`config.mk`:
```
export PLATFORM = sky130hd
export DESIGN_NAME = redriver_channel_config_regs
export DESIGN_NICKNAME = d
export VERILOG_FILES = /design/src/chan_regs.v /design/src/term_detect_fsm.v /design/src/redriver_channel_config_regs.v
export VERILOG_INCLUDE_DIRS = /design/src /design/src/src
export SDC_FILE = /design/constraint.sdc
export NUM_CORES = 1
export LEC_CHECK = 0
export BUFFER_PORTS_ARGS = -buffer_cell sky130_fd_sc_hd__clkbuf_2
export CAP_MARGIN = 20
export CORE_MARGIN = 8
export CORE_UTILIZATION = 55
export CTS_CLUSTER_SIZE = 16
export DETAILED_ROUTE_END_ITERATION = 7
export PLACE_DENSITY = 0.74
export SYNTH_ARGS = -nofsm -noshare
export SYNTH_HDL_FRONTEND = slang
export SYNTH_SLANG_ARGS = --single-unit
```
`constraint.sdc`:
```
create_clock -name clk -period 5.6 [get_ports clk]
set_input_delay 0.56 -clock clk [delete_from_list [all_inputs] [get_ports clk]]
set_output_delay 0.56 -clock clk [all_outputs]
set_load 0.1 [all_outputs]
```
`src/redriver_regs.vh`:
```
`ifndef REDRIVER_REGS_VH
`define REDRIVER_REGS_VH

// ==========================================================
// Channel register offsets
`define OFF_DET_STATUS 5'h00
`define OFF_EQ_BOOST 5'h01
`define OFF_PROFILE_GAIN 5'h03
`define OFF_DET_CTRL 5'h04
`define OFF_PD_OVR 5'h05
`define OFF_DET_RESTART 5'h0a

// ==========================================================
// Channel base decode (pointer bits 7:5)
`define BASE_CH0_A 3'h0
`define BASE_CH0_B 3'h1
`define BASE_CH1_A 3'h2
`define BASE_CH1_B 3'h3
`define BASE_BCAST 3'h4

// ==========================================================
// Shared general register and its self-clearing reset bit
`define OFF_SHARED_GEN 8'he2
`define BIT_SOFT_RESET 6

// ==========================================================
// Field positions
`define BIT_DET_P 7
`define BIT_DET_N 6
`define BIT_STAGE1_SKIP 7
`define BIT_FORCE_VALID 2
`define BIT_POLL_EXTRA 1
`define BIT_POLL_THREE 0
`define BIT_OVR_EN 7
`define BIT_FSM_RESTART 2

// ==========================================================
// Reset values and writable masks
`define RST_EQ_BOOST 8'h00
`define RST_PROFILE_GAIN 8'h05
`define RST_DET_CTRL 8'h00
`define RST_PD_OVR 8'h7f
`define RST_DET_RESTART 8'h00
`define MASK_PROFILE_GAIN 8'h7f
`define MASK_DET_CTRL 8'h07
`define MASK_DET_RESTART 8'h04

// ==========================================================
// Timing
// Poll interval of 150 us counted in 25 ns clocks
`define POLL_CYCLES_DEF 16'h1770
`define POLLS_BASE 2'h1
`define POLLS_TWO 2'h2
`define POLLS_THREE 2'h3

`endif

```
`src/chan_regs.v`:
```
`include "redriver_regs.vh"

module chan_regs (
  // Clock and reset
  input wire clk,
  input wire rst_b,
  input wire softRst,
  // Write port
  input wire wrEn,
  input wire [4:0] wrOff,
  input wire [7:0] wrData,
  // Read port
  input wire [4:0] rdOff,
  output reg [7:0] rdData,
  // Latched detect status
  input wire statP,
  input wire statN,
  // Register contents
  output reg [7:0] eqReg_r,
  output reg [7:0] profReg_r,
  output reg [7:0] detCtl_r,
  output reg [7:0] pdReg_r,
  output reg [7:0] rstReg_r
);

  // ========================================================
  // Storage; reserved bits are masked off on write
  always @(posedge clk or negedge rst_b) begin
    if (!rst_b) begin
      eqReg_r <= `RST_EQ_BOOST;
      profReg_r <= `RST_PROFILE_GAIN;
      detCtl_r <= `RST_DET_CTRL;
      pdReg_r <= `RST_PD_OVR;
      rstReg_r <= `RST_DET_RESTART;
    end else if (softRst) begin
      eqReg_r <= `RST_EQ_BOOST;
      profReg_r <= `RST_PROFILE_GAIN;
      detCtl_r <= `RST_DET_CTRL;
      pdReg_r <= `RST_PD_OVR;
      rstReg_r <= `RST_DET_RESTART;
    end else if (wrEn) begin
      case (wrOff)
        `OFF_EQ_BOOST: eqReg_r <= wrData;
        `OFF_PROFILE_GAIN: profReg_r <= wrData & `MASK_PROFILE_GAIN;
        `OFF_DET_CTRL: detCtl_r <= wrData & `MASK_DET_CTRL;
        `OFF_PD_OVR: pdReg_r <= wrData;
        `OFF_DET_RESTART: rstReg_r <= wrData & `MASK_DET_RESTART;
        default: eqReg_r <= eqReg_r;
      endcase
    end
  end

  // ========================================================
  // Read mux
  always @* begin
    case (rdOff)
      `OFF_DET_STATUS: rdData = {statP, statN, 6'h00};
      `OFF_EQ_BOOST: rdData = eqReg_r;
      `OFF_PROFILE_GAIN: rdData = profReg_r;
      `OFF_DET_CTRL: rdData = detCtl_r;
      `OFF_PD_OVR: rdData = pdReg_r;
      `OFF_DET_RESTART: rdData = rstReg_r;
      default: rdData = 8'h00;
    endcase
  end

endmodule // chan_regs

```
`src/term_detect_fsm.v`:
```
`include "redriver_regs.vh"

module term_detect_fsm #(
  parameter [15:0] POLL_CYCLES = 16'h1770
) (
  // Clock and reset
  input wire clk,
  input wire rst_b,
  // Comparator results, already synchronised
  input wire compP,
  input wire compN,
  // Controls
  input wire forceValid,
  input wire pollExtra,
  input wire pollThree,
  input wire restart,
  input wire standby,
  // Results
  output reg statP_r,
  output reg statN_r,
  output reg termValid_r,
  output reg detPulse_r
);

  localparam [1:0] ST_IDLE = 2'h0;
  localparam [1:0] ST_WAIT = 2'h1;
  localparam [1:0] ST_CHECK = 2'h2;
  localparam [1:0] ST_DONE = 2'h3;

  reg [1:0] st_r;
  reg [15:0] timer_r;
  reg [1:0] hits_r;
  wire [1:0] need;
  wire hold;

  // Number of consecutive valid polls needed
  assign need = !pollExtra ? `POLLS_BASE :
    (pollThree ? `POLLS_THREE : `POLLS_TWO);
  assign hold = restart | standby;

  always @(posedge clk or negedge rst_b) begin
    if (!rst_b) begin
      st_r <= ST_IDLE;
      timer_r <= 16'h0000;
      hits_r <= 2'h0;
      statP_r <= 1'b0;
      statN_r <= 1'b0;
      termValid_r <= 1'b0;
      detPulse_r <= 1'b0;
    end else if (hold) begin
      st_r <= ST_IDLE;
      hits_r <= 2'h0;
      statP_r <= 1'b0;
      statN_r <= 1'b0;
      // Force still applies while the machine is held
      termValid_r <= forceValid;
      detPulse_r <= 1'b0;
    end else begin
      detPulse_r <= 1'b0;
      termValid_r <= forceValid | (st_r == ST_DONE);
      case (st_r)
        ST_IDLE: begin
          timer_r <= POLL_CYCLES;
          st_r <= ST_WAIT;
        end
        ST_WAIT: begin
          if (timer_r == 16'h0000) begin
            detPulse_r <= 1'b1;
            st_r <= ST_CHECK;
          end else begin
            timer_r <= timer_r - 16'h0001;
          end
        end
        ST_CHECK: begin
          // Detected levels stay latched until a restart or standby
          if (compP) statP_r <= 1'b1;
          if (compN) statN_r <= 1'b1;
          timer_r <= POLL_CYCLES;
          if (compP && compN) begin
            if (hits_r + 2'h1 >= need) begin
              st_r <= ST_DONE;
            end else begin
              hits_r <= hits_r + 2'h1;
              st_r <= ST_WAIT;
            end
          end else begin
            hits_r <= 2'h0;
            st_r <= ST_WAIT;
          end
        end
        ST_DONE: st_r <= ST_DONE;
        default: st_r <= ST_IDLE;
      endcase
    end
  end

endmodule // term_detect_fsm

```
`src/redriver_channel_config_regs.v`:
```
// Functional notes
// - Status bit 7 shows positive-pin termination detect, latched once seen.
// - Status bit 6 shows negative-pin termination detect, latched the same way.
// - Boost register bit 7 skips the first equalizer stage when 1, reset 0.
// - Boost register holds stage-one code in 6:3 and stage-two code in 2:0.
// - Offset 3 holds the midband shape code in 6:3, bit 7 reads zero.
// - Offset 3 bits 2:0 hold the flat gain code, reset value 3'b101.
// - Offset 4 bit 2 forces termination valid regardless of the detect FSM.
// - Offset 4 bit 1 enables extra detect polling, reset disabled.
// - Offset 4 bit 0 picks two or three valid polls, only with bit 1 set.
// - Offset 5 bit 7 lets the enable field drive the block enables.
// - Offset 5 low field enables blocks one by one while overridden.
// - Offset 0x0a bit 2 holds the detect FSM in reset while set.
// - Channel 0 sits at 0x00/0x20, channel 1 at 0x40/0x60, 0x80 broadcasts.
// - Registers are reached as a serial-bus secondary at a strapped address.
`include "redriver_regs.vh"

module redriver_channel_config_regs #(
  parameter [15:0] POLL_CYCLES = `POLL_CYCLES_DEF
) (
  // Clock and reset
  input wire clk,
  input wire rst_b,
  // Serial bus pins
  input wire scl,
  input wire sdaIn,
  output reg sdaOut,
  output reg sdaOe,
  // Strapped secondary address
  input wire [6:0] busAddr,
  // Device pins
  input wire standby_pin,
  input wire [1:0] rxCompP,
  input wire [1:0] rxCompN,
  // Analog controls, two channels packed
  output wire [1:0] first_stage_skip,
  output wire [7:0] first_stage_boost_code,
  output wire [5:0] second_stage_boost_code,
  output wire [7:0] midband_boost_shape,
  output wire [5:0] flatGainSel,
  output reg [13:0] blockEnable,
  output wire [1:0] termValid,
  output wire [1:0] detectPulse
);

  localparam [3:0] ST_IDLE = 4'h0;
  localparam [3:0] ST_ADDR = 4'h1;
  localparam [3:0] ST_AACK = 4'h2;
  localparam [3:0] ST_PTR = 4'h3;
  localparam [3:0] ST_WACK = 4'h4;
  localparam [3:0] ST_WR = 4'h5;
  localparam [3:0] ST_RD = 4'h6;
  localparam [3:0] ST_RACK = 4'h7;

  // ========================================================
  // Channel selection from a register pointer
  function [1:0] chanMask;
    input [7:0] ptr;
    begin
      case (ptr[7:5])
        `BASE_CH0_A, `BASE_CH0_B: chanMask = 2'b01;
        `BASE_CH1_A, `BASE_CH1_B: chanMask = 2'b10;
        `BASE_BCAST: chanMask = 2'b11;
        default: chanMask = 2'b00;
      endcase
    end
  endfunction

  // ========================================================
  // Pin synchronisers
  reg [13:0] syncA_r;
  reg [13:0] syncB_r;
  wire sclS;
  wire sdaS;
  wire standbyS;
  wire [1:0] compPS;
  wire [1:0] compNS;
  wire [6:0] addrS;

  always @(posedge clk or negedge rst_b) begin
    if (!rst_b) begin
      syncA_r <= 14'h0003;
      syncB_r <= 14'h0003;
    end else begin
      syncA_r <= {busAddr, rxCompN, rxCompP, standby_pin, sdaIn, scl};
      syncB_r <= syncA_r;
    end
  end

  assign sclS = syncB_r[0];
  assign sdaS = syncB_r[1];
  assign standbyS = syncB_r[2];
  assign compPS = syncB_r[4:3];
  assign compNS = syncB_r[6:5];
  assign addrS = syncB_r[13:7];

  // ========================================================
  // Bus edge and condition detection
  reg sclD_r;
  reg sdaD_r;
  wire sclRise;
  wire sclFall;
  wire startCond;
  wire stopCond;

  always @(posedge clk or negedge rst_b) begin
    if (!rst_b) begin
      sclD_r <= 1'b1;
      sdaD_r <= 1'b1;
    end else begin
      sclD_r <= sclS;
      sdaD_r <= sdaS;
    end
  end

  assign sclRise = sclS & ~sclD_r;
  assign sclFall = ~sclS & sclD_r;
  assign startCond = sclS & sclD_r & sdaD_r & ~sdaS;
  assign stopCond = sclS & sclD_r & ~sdaD_r & sdaS;

  // ========================================================
  // Secondary state machine
  reg [3:0] st_r;
  reg [2:0] bitCnt_r;
  reg full_r;
  reg [7:0] shift_r;
  reg [7:0] ptr_r;
  reg rw_r;
  reg ack_r;
  reg [1:0] wrEn_r;
  reg softRst_r;
  reg [7:0] wrData_r;
  reg [4:0] wrOff_r;
  wire [7:0] rdData;
  wire [7:0] rd0;
  wire [7:0] rd1;
  wire [1:0] rdMask;

  assign rdMask = chanMask(ptr_r);
  assign rdData = rdMask[0] ? rd0 : (rdMask[1] ? rd1 : 8'h00);

  always @(posedge clk or negedge rst_b) begin
    if (!rst_b) begin
      st_r <= ST_IDLE;
      bitCnt_r <= 3'h0;
      full_r <= 1'b0;
      shift_r <= 8'h00;
      ptr_r <= 8'h00;
      rw_r <= 1'b0;
      ack_r <= 1'b0;
      sdaOe <= 1'b0;
      sdaOut <= 1'b0;
      wrEn_r <= 2'b00;
      softRst_r <= 1'b0;
      wrData_r <= 8'h00;
      wrOff_r <= 5'h00;
    end else begin
      wrEn_r <= 2'b00;
      softRst_r <= 1'b0;
      sdaOut <= 1'b0;
      if (startCond) begin
        st_r <= ST_ADDR;
        bitCnt_r <= 3'h0;
        full_r <= 1'b0;
        sdaOe <= 1'b0;
      end else if (stopCond) begin
        st_r <= ST_IDLE;
        sdaOe <= 1'b0;
      end else if (sclRise) begin
        if (st_r == ST_RACK) begin
          ack_r <= ~sdaS;
        end else if (st_r == ST_ADDR || st_r == ST_PTR ||
                     st_r == ST_WR || st_r == ST_RD) begin
          shift_r <= {shift_r[6:0], sdaS};
          bitCnt_r <= bitCnt_r + 3'h1;
          full_r <= (bitCnt_r == 3'h7);
        end
      end else if (sclFall) begin
        case (st_r)
          ST_ADDR: begin
            if (full_r) begin
              full_r <= 1'b0;
              if (shift_r[7:1] == addrS) begin
                rw_r <= shift_r[0];
                sdaOe <= 1'b1;
                st_r <= ST_AACK;
              end else begin
                st_r <= ST_IDLE;
              end
            end
          end
          ST_AACK: begin
            bitCnt_r <= 3'h0;
            if (rw_r) begin
              shift_r <= rdData;
              sdaOe <= ~rdData[7];
              ptr_r <= ptr_r + 8'h01;
              st_r <= ST_RD;
            end else begin
              sdaOe <= 1'b0;
              st_r <= ST_PTR;
            end
          end
          ST_PTR: begin
            if (full_r) begin
              full_r <= 1'b0;
              ptr_r <= shift_r;
              sdaOe <= 1'b1;
              st_r <= ST_WACK;
            end
          end
          ST_WACK: begin
            sdaOe <= 1'b0;
            bitCnt_r <= 3'h0;
            st_r <= ST_WR;
          end
          ST_WR: begin
            if (full_r) begin
              full_r <= 1'b0;
              wrData_r <= shift_r;
              wrOff_r <= ptr_r[4:0];
              wrEn_r <= chanMask(ptr_r);
              softRst_r <= (ptr_r == `OFF_SHARED_GEN) &
                shift_r[`BIT_SOFT_RESET];
              ptr_r <= ptr_r + 8'h01;
              sdaOe <= 1'b1;
              st_r <= ST_WACK;
            end
          end
          ST_RD: begin
            if (full_r) begin
              full_r <= 1'b0;
              sdaOe <= 1'b0;
              st_r <= ST_RACK;
            end else begin
              sdaOe <= ~shift_r[7];
            end
          end
          ST_RACK: begin
            bitCnt_r <= 3'h0;
            if (ack_r) begin
              shift_r <= rdData;
              sdaOe <= ~rdData[7];
              ptr_r <= ptr_r + 8'h01;
              st_r <= ST_RD;
            end else begin
              st_r <= ST_IDLE;
            end
          end
          default: st_r <= ST_IDLE;
        endcase
      end
    end
  end

  // ========================================================
  // Channels
  wire [15:0] rdAll;
  wire [15:0] pdAll;

  assign rd0 = rdAll[7:0];
  assign rd1 = rdAll[15:8];

  genvar ch;
  generate
    for (ch = 0; ch < 2; ch = ch + 1) begin : g_chan
      wire [7:0] eqReg;
      wire [7:0] profReg;
      wire [7:0] detCtl;
      wire [7:0] pdReg;
      wire [7:0] rstReg;
      wire statP;
      wire statN;

      chan_regs u_regs (
        .clk(clk),
        .rst_b(rst_b),
        .softRst(softRst_r),
        .wrEn(wrEn_r[ch]),
        .wrOff(wrOff_r),
        .wrData(wrData_r),
        .rdOff(ptr_r[4:0]),
        .rdData(rdAll[ch*8 +: 8]),
        .statP(statP),
        .statN(statN),
        .eqReg_r(eqReg),
        .profReg_r(profReg),
        .detCtl_r(detCtl),
        .pdReg_r(pdReg),
        .rstReg_r(rstReg)
      );

      term_detect_fsm #(
        .POLL_CYCLES(POLL_CYCLES)
      ) u_det (
        .clk(clk),
        .rst_b(rst_b),
        .compP(compPS[ch]),
        .compN(compNS[ch]),
        .forceValid(detCtl[`BIT_FORCE_VALID]),
        .pollExtra(detCtl[`BIT_POLL_EXTRA]),
        .pollThree(detCtl[`BIT_POLL_THREE]),
        .restart(rstReg[`BIT_FSM_RESTART]),
        .standby(standbyS),
        .statP_r(statP),
        .statN_r(statN),
        .termValid_r(termValid[ch]),
        .detPulse_r(detectPulse[ch])
      );

      assign first_stage_skip[ch] = eqReg[`BIT_STAGE1_SKIP];
      assign first_stage_boost_code[ch*4 +: 4] = eqReg[6:3];
      assign second_stage_boost_code[ch*3 +: 3] = eqReg[2:0];
      assign midband_boost_shape[ch*4 +: 4] = profReg[6:3];
      assign flatGainSel[ch*3 +: 3] = profReg[2:0];
      // Field is honoured only while the override bit is set
      assign pdAll[ch*8 +: 8] = pdReg[`BIT_OVR_EN] ?
        {1'b0, pdReg[6:0]} : 8'h7f;
    end
  endgenerate

  // ========================================================
  // Block enables, all off in standby
  always @(posedge clk or negedge rst_b) begin
    if (!rst_b) begin
      blockEnable <= 14'h0000;
    end else if (standbyS) begin
      blockEnable <= 14'h0000;
    end else begin
      blockEnable <= {pdAll[14:8], pdAll[6:0]};
    end
  end

endmodule // redriver_channel_config_regs

```
[Word level (Yosys, flattened, before mapping)]
Cells that the tools add are included.
Cells by class
  order comparisons: 2
  mux-type cells: 139
  add/sub/neg operators: 6
  reductions and logical operators: 68
  equal/unequal tests: 52
  bitwise logic cells: 23
Operator list (number)
  $mux W8: 37
  $pmux W8 S6: 2
  $pmux W16 S2: 2
  $mux W2: 25
  $mux W1: 45
  $logic_not A16 Y1: 2
  $mux W16: 2
  $pmux W8 S4: 1
  $reduce_and A2 Y1: 16
  $reduce_bool A2 Y1: 16
  $sub A16 B1 Y16 const B: 2
  $mux W4: 7
  $mux W3: 9
  $pmux W4 S6: 1
  $eq A5 B3 Y1 const B: 4
  $eq A4 B3 Y1 const B: 4
  $ne A2 B2 Y1 const B: 8
  $pmux W2 S4: 2
  $pmux W8 S2: 1
  $reduce_and A5 Y1: 3
  $reduce_bool A3 Y1: 5
  $mux W14: 1
  $mux W7: 2
  $reduce_and A7 Y1: 2
  other kinds (43): 91
Word-level totals
  bits in registers: 215
  input bits: 16
  output and inout port bits: 50
  word-level logic and storage cells: 331

[Depth between registers and ports, before layout]
  word-level depth: 12
  depth in mapped cells: 8
  gate-level depth less buffers: 7

[Cells and area by module]
Synthesis repeated with hierarchy kept, for this count alone.
Unflattened totals
  cell total of the unflattened synthesis: 1018
  area total of the unflattened synthesis: 10162.2 sq um
By module, submodules not included
  redriver_channel_config_regs: cells each 341, times used 1, area an instance 3833.7 sq um, seq. area each 2159.6 sq um
  chan_regs: cells each 182, times used 2, area an instance 1736.7 sq um, seq. area each 686.9 sq um
  term_detect_fsm (g_chan[0].u_det): cells each 158, times used 1, area an instance 1440.1 sq um, seq. area each 600.6 sq um
  term_detect_fsm (g_chan[1].u_det): cells each 155, times used 1, area an instance 1415.1 sq um, seq. area each 600.6 sq um

[Least setup slack after synthesis]
Ideal clock, no wire load.
  kind: register to register
  start point: register sclD_r
  end point: register wrData_r[1]
  path buffers: 1
  stages on the path, launching flop included: 9
  library setup time: 0.125 ns
  required time: 5.475 ns
  clock period less this slack: 2.358 ns
  path slack: 3.242 ns
  data arrival time: 2.234 ns
  cells stage by stage: dfstp_2 inv_1 ha_1 nand2b_1 a21oi_1 nand2_1 nor2_1 buf_2 mux2_2
Between the ends
  longest elaborated chain between the ends: 5
  elaborated cells on any way between the ends: 12
  classes of those cells: bitwise (11); reduce/logical (1)
Ends and longest elaborated chain
  from (decl): RTL line redriver_channel_config_regs.v:99  | reg sclD_r;
  from (signal assigned): RTL line redriver_channel_config_regs.v:111  | sclD_r <= sclS;
  $and A1 B1 Y1: RTL line redriver_channel_config_regs.v:118, redriver_channel_config_regs.v:119
  $and A1 B1 Y1 (on tied branches) (2 in series): RTL line redriver_channel_config_regs.v:119, redriver_channel_config_regs.v:118
  $not A1 Y1 (no source line)
  $reduce_and A6 Y1 (no source line) (*)
  to (signal assigned): RTL line redriver_channel_config_regs.v:220  | wrData_r <= shift_r;
  to (decl): RTL line redriver_channel_config_regs.v:132  | reg [7:0] wrData_r;
Mark *: on every way between the ends. The rest lies on a longest branch, timed or not.
A chain may end at the register's enable or synchronous reset.

[Worst setup path in the final report]
  start point: register sclD_r
  end point: register ptr_r[0]
Between the ends
  longest elaborated chain between the ends: 5
  elaborated cells on any way between the ends: 12
  classes of those cells: bitwise (11); reduce/logical (1)
Ends and longest elaborated chain
  $and A1 B1 Y1: RTL line redriver_channel_config_regs.v:118, redriver_channel_config_regs.v:119
  $and A1 B1 Y1 (on tied branches) (2 in series): RTL line redriver_channel_config_regs.v:119, redriver_channel_config_regs.v:118
  $not A1 Y1 (no source line)
  $reduce_and A9 Y1 (no source line) (*)
  to (signal assigned): RTL line redriver_channel_config_regs.v:197  | ptr_r <= ptr_r + 8'h01;
  to (signal assigned): RTL line redriver_channel_config_regs.v:207  | ptr_r <= shift_r;
  to (signal assigned): RTL line redriver_channel_config_regs.v:225  | ptr_r <= ptr_r + 8'h01;
  to (decl): RTL line redriver_channel_config_regs.v:127  | reg [7:0] ptr_r;
Marked as above.

==> flow_summary.ini <==
[synthesis]
ys.flop_type = dfrtp_1
synth_edf_count = 0
yosysWarnings = 0
synth_cells = 894
ys_ff_latch = 188
syn-num-nets = 925
ys_seq_area_frac = 0.525
synth.distinct_cells = 66
syn_avg_cell_area_um2 = 10.1
synth_top_cell_area_share = 0.455
netlist_area_um2 = 9010
synthTopCellsByArea = dfrtp_1 46%, dfstp_2 7.0%, o21ai_0 4.1%
synth_top_area_cell = dfrtp_1
synthArstFlopShare = 1.00

[critical_path]
cp_slowest_cell = dfstp_2
start_kind = register
crit_required_ns = 5.87
cpPeakStageDelay_ns = 0.55
reg2regPathDepth = 7
arrival_ns = 2.88
crit_path_cell_trace = inv_1 -> ha_1 -> nand2b_1 -> a21oi_1 -> o21ai_1 -> o21ai_0 -> o31ai_1
cp_num_cells = 7
critPathMaxFanout = 16
critPathTopFamily = compound AO/OA/AOI/OAI gates
critPathBufInv = 1
cp-end-kind = register
worstSetupPathType = reg -> reg

[timing]
finalSetupViolCount = 0
finalMaxSlewViolations = 0
period_share = 0.465
finalSetupTns_ns = 0
period_minus_slack_ns = 2.61
max_freq_mhz = 384
hold_violations = 0
worst_pin_slew_ns = 1.02
slew_headroom = 0.314
finClkSkew_ns = 0.00948
rsz0062_at_grt = no

[clock_tree]
numCtsBuffers = 17
ctsRootBufferMaster = clkbuf_16
clkSinkCount = 188
ctsResizeCount = 0
clk_pin_slew_ns = 0.07
h-tree-depth = 4
post-cts-setup-buffers = 0
ctsHoldBuffers = 0
cts_tree = yes
clk_path_buf_depth = 2
clock_insertion_delay_worst_skew_ns = 0.43

[floorplan]
die_area_um2 = 20700
rows = 46
placeableCoreArea_um2 = 15900
die_w_um = 144
initial_core_util = 0.565
io_pins = 66
die_h_um = 144

[drt]
drt-vias-per-instance = 5.92
via_count = 6895
wl_um = 20600
ant_nets = 0
drt_iter0_drc = 561
avgRoutedWirePerCell_um = 17.7
firstDrtPassIters = 5
route.detailed.drc = 0

[finish]
final_common_cell = dfrtp_1
multiInputGateArea_um2 = 3930
nets = 966
layout_common_cells = 164 x dfrtp_1, 77 x nand2_1, 74 x o21ai_0, 73 x a21oi_1, 73 x nor2_1
antennaDiodeCount = 0
syn_to_final_growth_pct = 12.2
drive_above_1_share = 0.200
fillers = 1260
regArea_um2 = 4730
finalInstanceArea_um2 = 10100

[grt]
grt.met3_usage = 0.0452
busiest_layer = met2
grt_overflow = 0
antenna_found_initial = 0
grt_usage = 0.205
grtUsageMet1 = 0.265
grt_max_degree = 137
use_met2 = 0.333
first_global_vias = 6684
grt_pass1_wl_um = 33500

[power_and_ir_drop]
ir_drop_uv = 381
clkPwrFrac = 0.425
intPower_mw = 2.18
switching_share = 0.263
pwr-share-seq = 0.497
power.density_nw_per_um2 = 292
combPwrFrac = 0.078
p_leak_nw = 4.37
switchingPower_mw = 0.775

[run]
drv_cap = 0

[place]
dp_hpwl_um = 14200
dpl_cell_area_um2 = 9450
port_buffers = 64
place_congestion = 0.884

[outcome]
status = finished clean

[worst_hold_path]
hold_path.class = in -> async
[layer usage]
layer,vias up,share of wire
li1,3270,-
met1,3382,0.44
met2,214,0.49
met3,29,0.060
met4,0,0.017
met5,-,0
[synthesized netlist by cell type (all sizes together) (8+ instances only)]
library cell,number
a21oi,73
mux2i,22
inv,35
buf,12
nand2,78
dfstp,24
nor3,9
nor2b,9
o21ai,75
o22ai,8
a31oi,11
or2,11
nand2b,24
a22oi,14
nand3,14
clkbuf,40
nor4,10
or3,8
dfrtp,164
o22a,12
nor2,73
mux2,32
ha,15
xnor2,11
[sequential cells by signal, summed over array words and instances (netlist names), 5 cells and up]
name / flops
blockEnable: 14
g_chan.u_det.timer_r: 32
g_chan.u_regs.detCtl_r: 6
g_chan.u_regs.eqReg_r: 16
g_chan.u_regs.pdReg_r: 16
g_chan.u_regs.profReg_r: 14
ptr_r: 8
shift_r: 8
syncA_r: 14
syncB_r: 14
wrData_r: 8
wrOff_r: 5
[through the flow]
step | cells | total power [mW] | setup WS [ns] | utilization | hold slack [ns]
2_1_floorplan | 894 | 1.65 | 3.24 | - | 0.264
3_3_place_gp | 1128 | 1.71 | 3.12 | 0.592 | 0.332
3_5_place_dp | 1129 | 1.72 | 3.01 | 0.593 | 0.335
4_1_cts | 1161 | 2.96 | 2.99 | 0.631 | 0.195
5_1_grt | 1164 | 3.06 | 2.76 | 0.634 | 0.0509
6_report | 1164 | 2.95 | 2.99 | 0.634 | 0.0325
[cells by family (layout without fill, tap and decap cells)]
| family | Yosys count | count (layout) | share of synthesized area |
|---|---|---|---|
| compound gates | 249 | 249 | 0.172 |
| xor+xnor | 17 | 17 | 0.0165 |
| fa+ha+maj | 15 | 15 | 0.0208 |
| buf+inv | 87 | 141 | 0.0387 |
| flops | 188 | 188 | 0.525 |
| mux | 54 | 54 | 0.0644 |
| other cells | 1 | 1 | 0.000416 |
| simple gates | 283 | 283 | 0.162 |
[final timing paths]
kind                             startpoint                           to  slack (ns)
worst max-delay path                 sclD_r                     ptr_r[0]        2.99
worst min-delay path                  rst_b  g_chan[0].u_det.timer_r[10]        0.03
worst max register to register       sclD_r                     ptr_r[0]        2.99
worst min register to register  syncA_r[11]                  syncB_r[11]        0.35
max in group asynchronous             rst_b                   shift_r[0]        4.56
min in group clk                        scl                   syncA_r[0]        0.21
[power groups by stage]
| stage | Clock, mW | Combinational, mW | Sequential [mW] |
|---|---|---|---|
| 3_3_place_gp | 0 | 0.226 | 1.49 |
| 2_1_floorplan | 0 | 0.145 | 1.50 |
| 3_5_place_dp | 0 | 0.230 | 1.49 |
| 5_1_grt | 1.33 | 0.257 | 1.48 |
| 4_1_cts | 1.27 | 0.232 | 1.47 |
| 6_report | 1.25 | 0.231 | 1.47 |
[cell type report]
class / count / share of cell area
flip-flops and latches: 188 / 0.468
multi-input cells: 619 / 0.389
clock buffers: 18 / 0.0434
repair buffers: 74 / 0.0420
well taps: 216 / 0.0267
clock inverters: 14 / 0.0176
inverters: 35 / 0.0130
[worst register-to-register path, cell delays in order (launching register included)]
cell,delay (ns)
dfstp_2,0.55
inv_1,0.04
ha_1,0.35
nand2b_1,0.26
a21oi_1,0.37
o21ai_1,0.47
o21ai_0,0.30
o31ai_1,0.10
No activity file was read; power rests on OpenSTA's default activity.
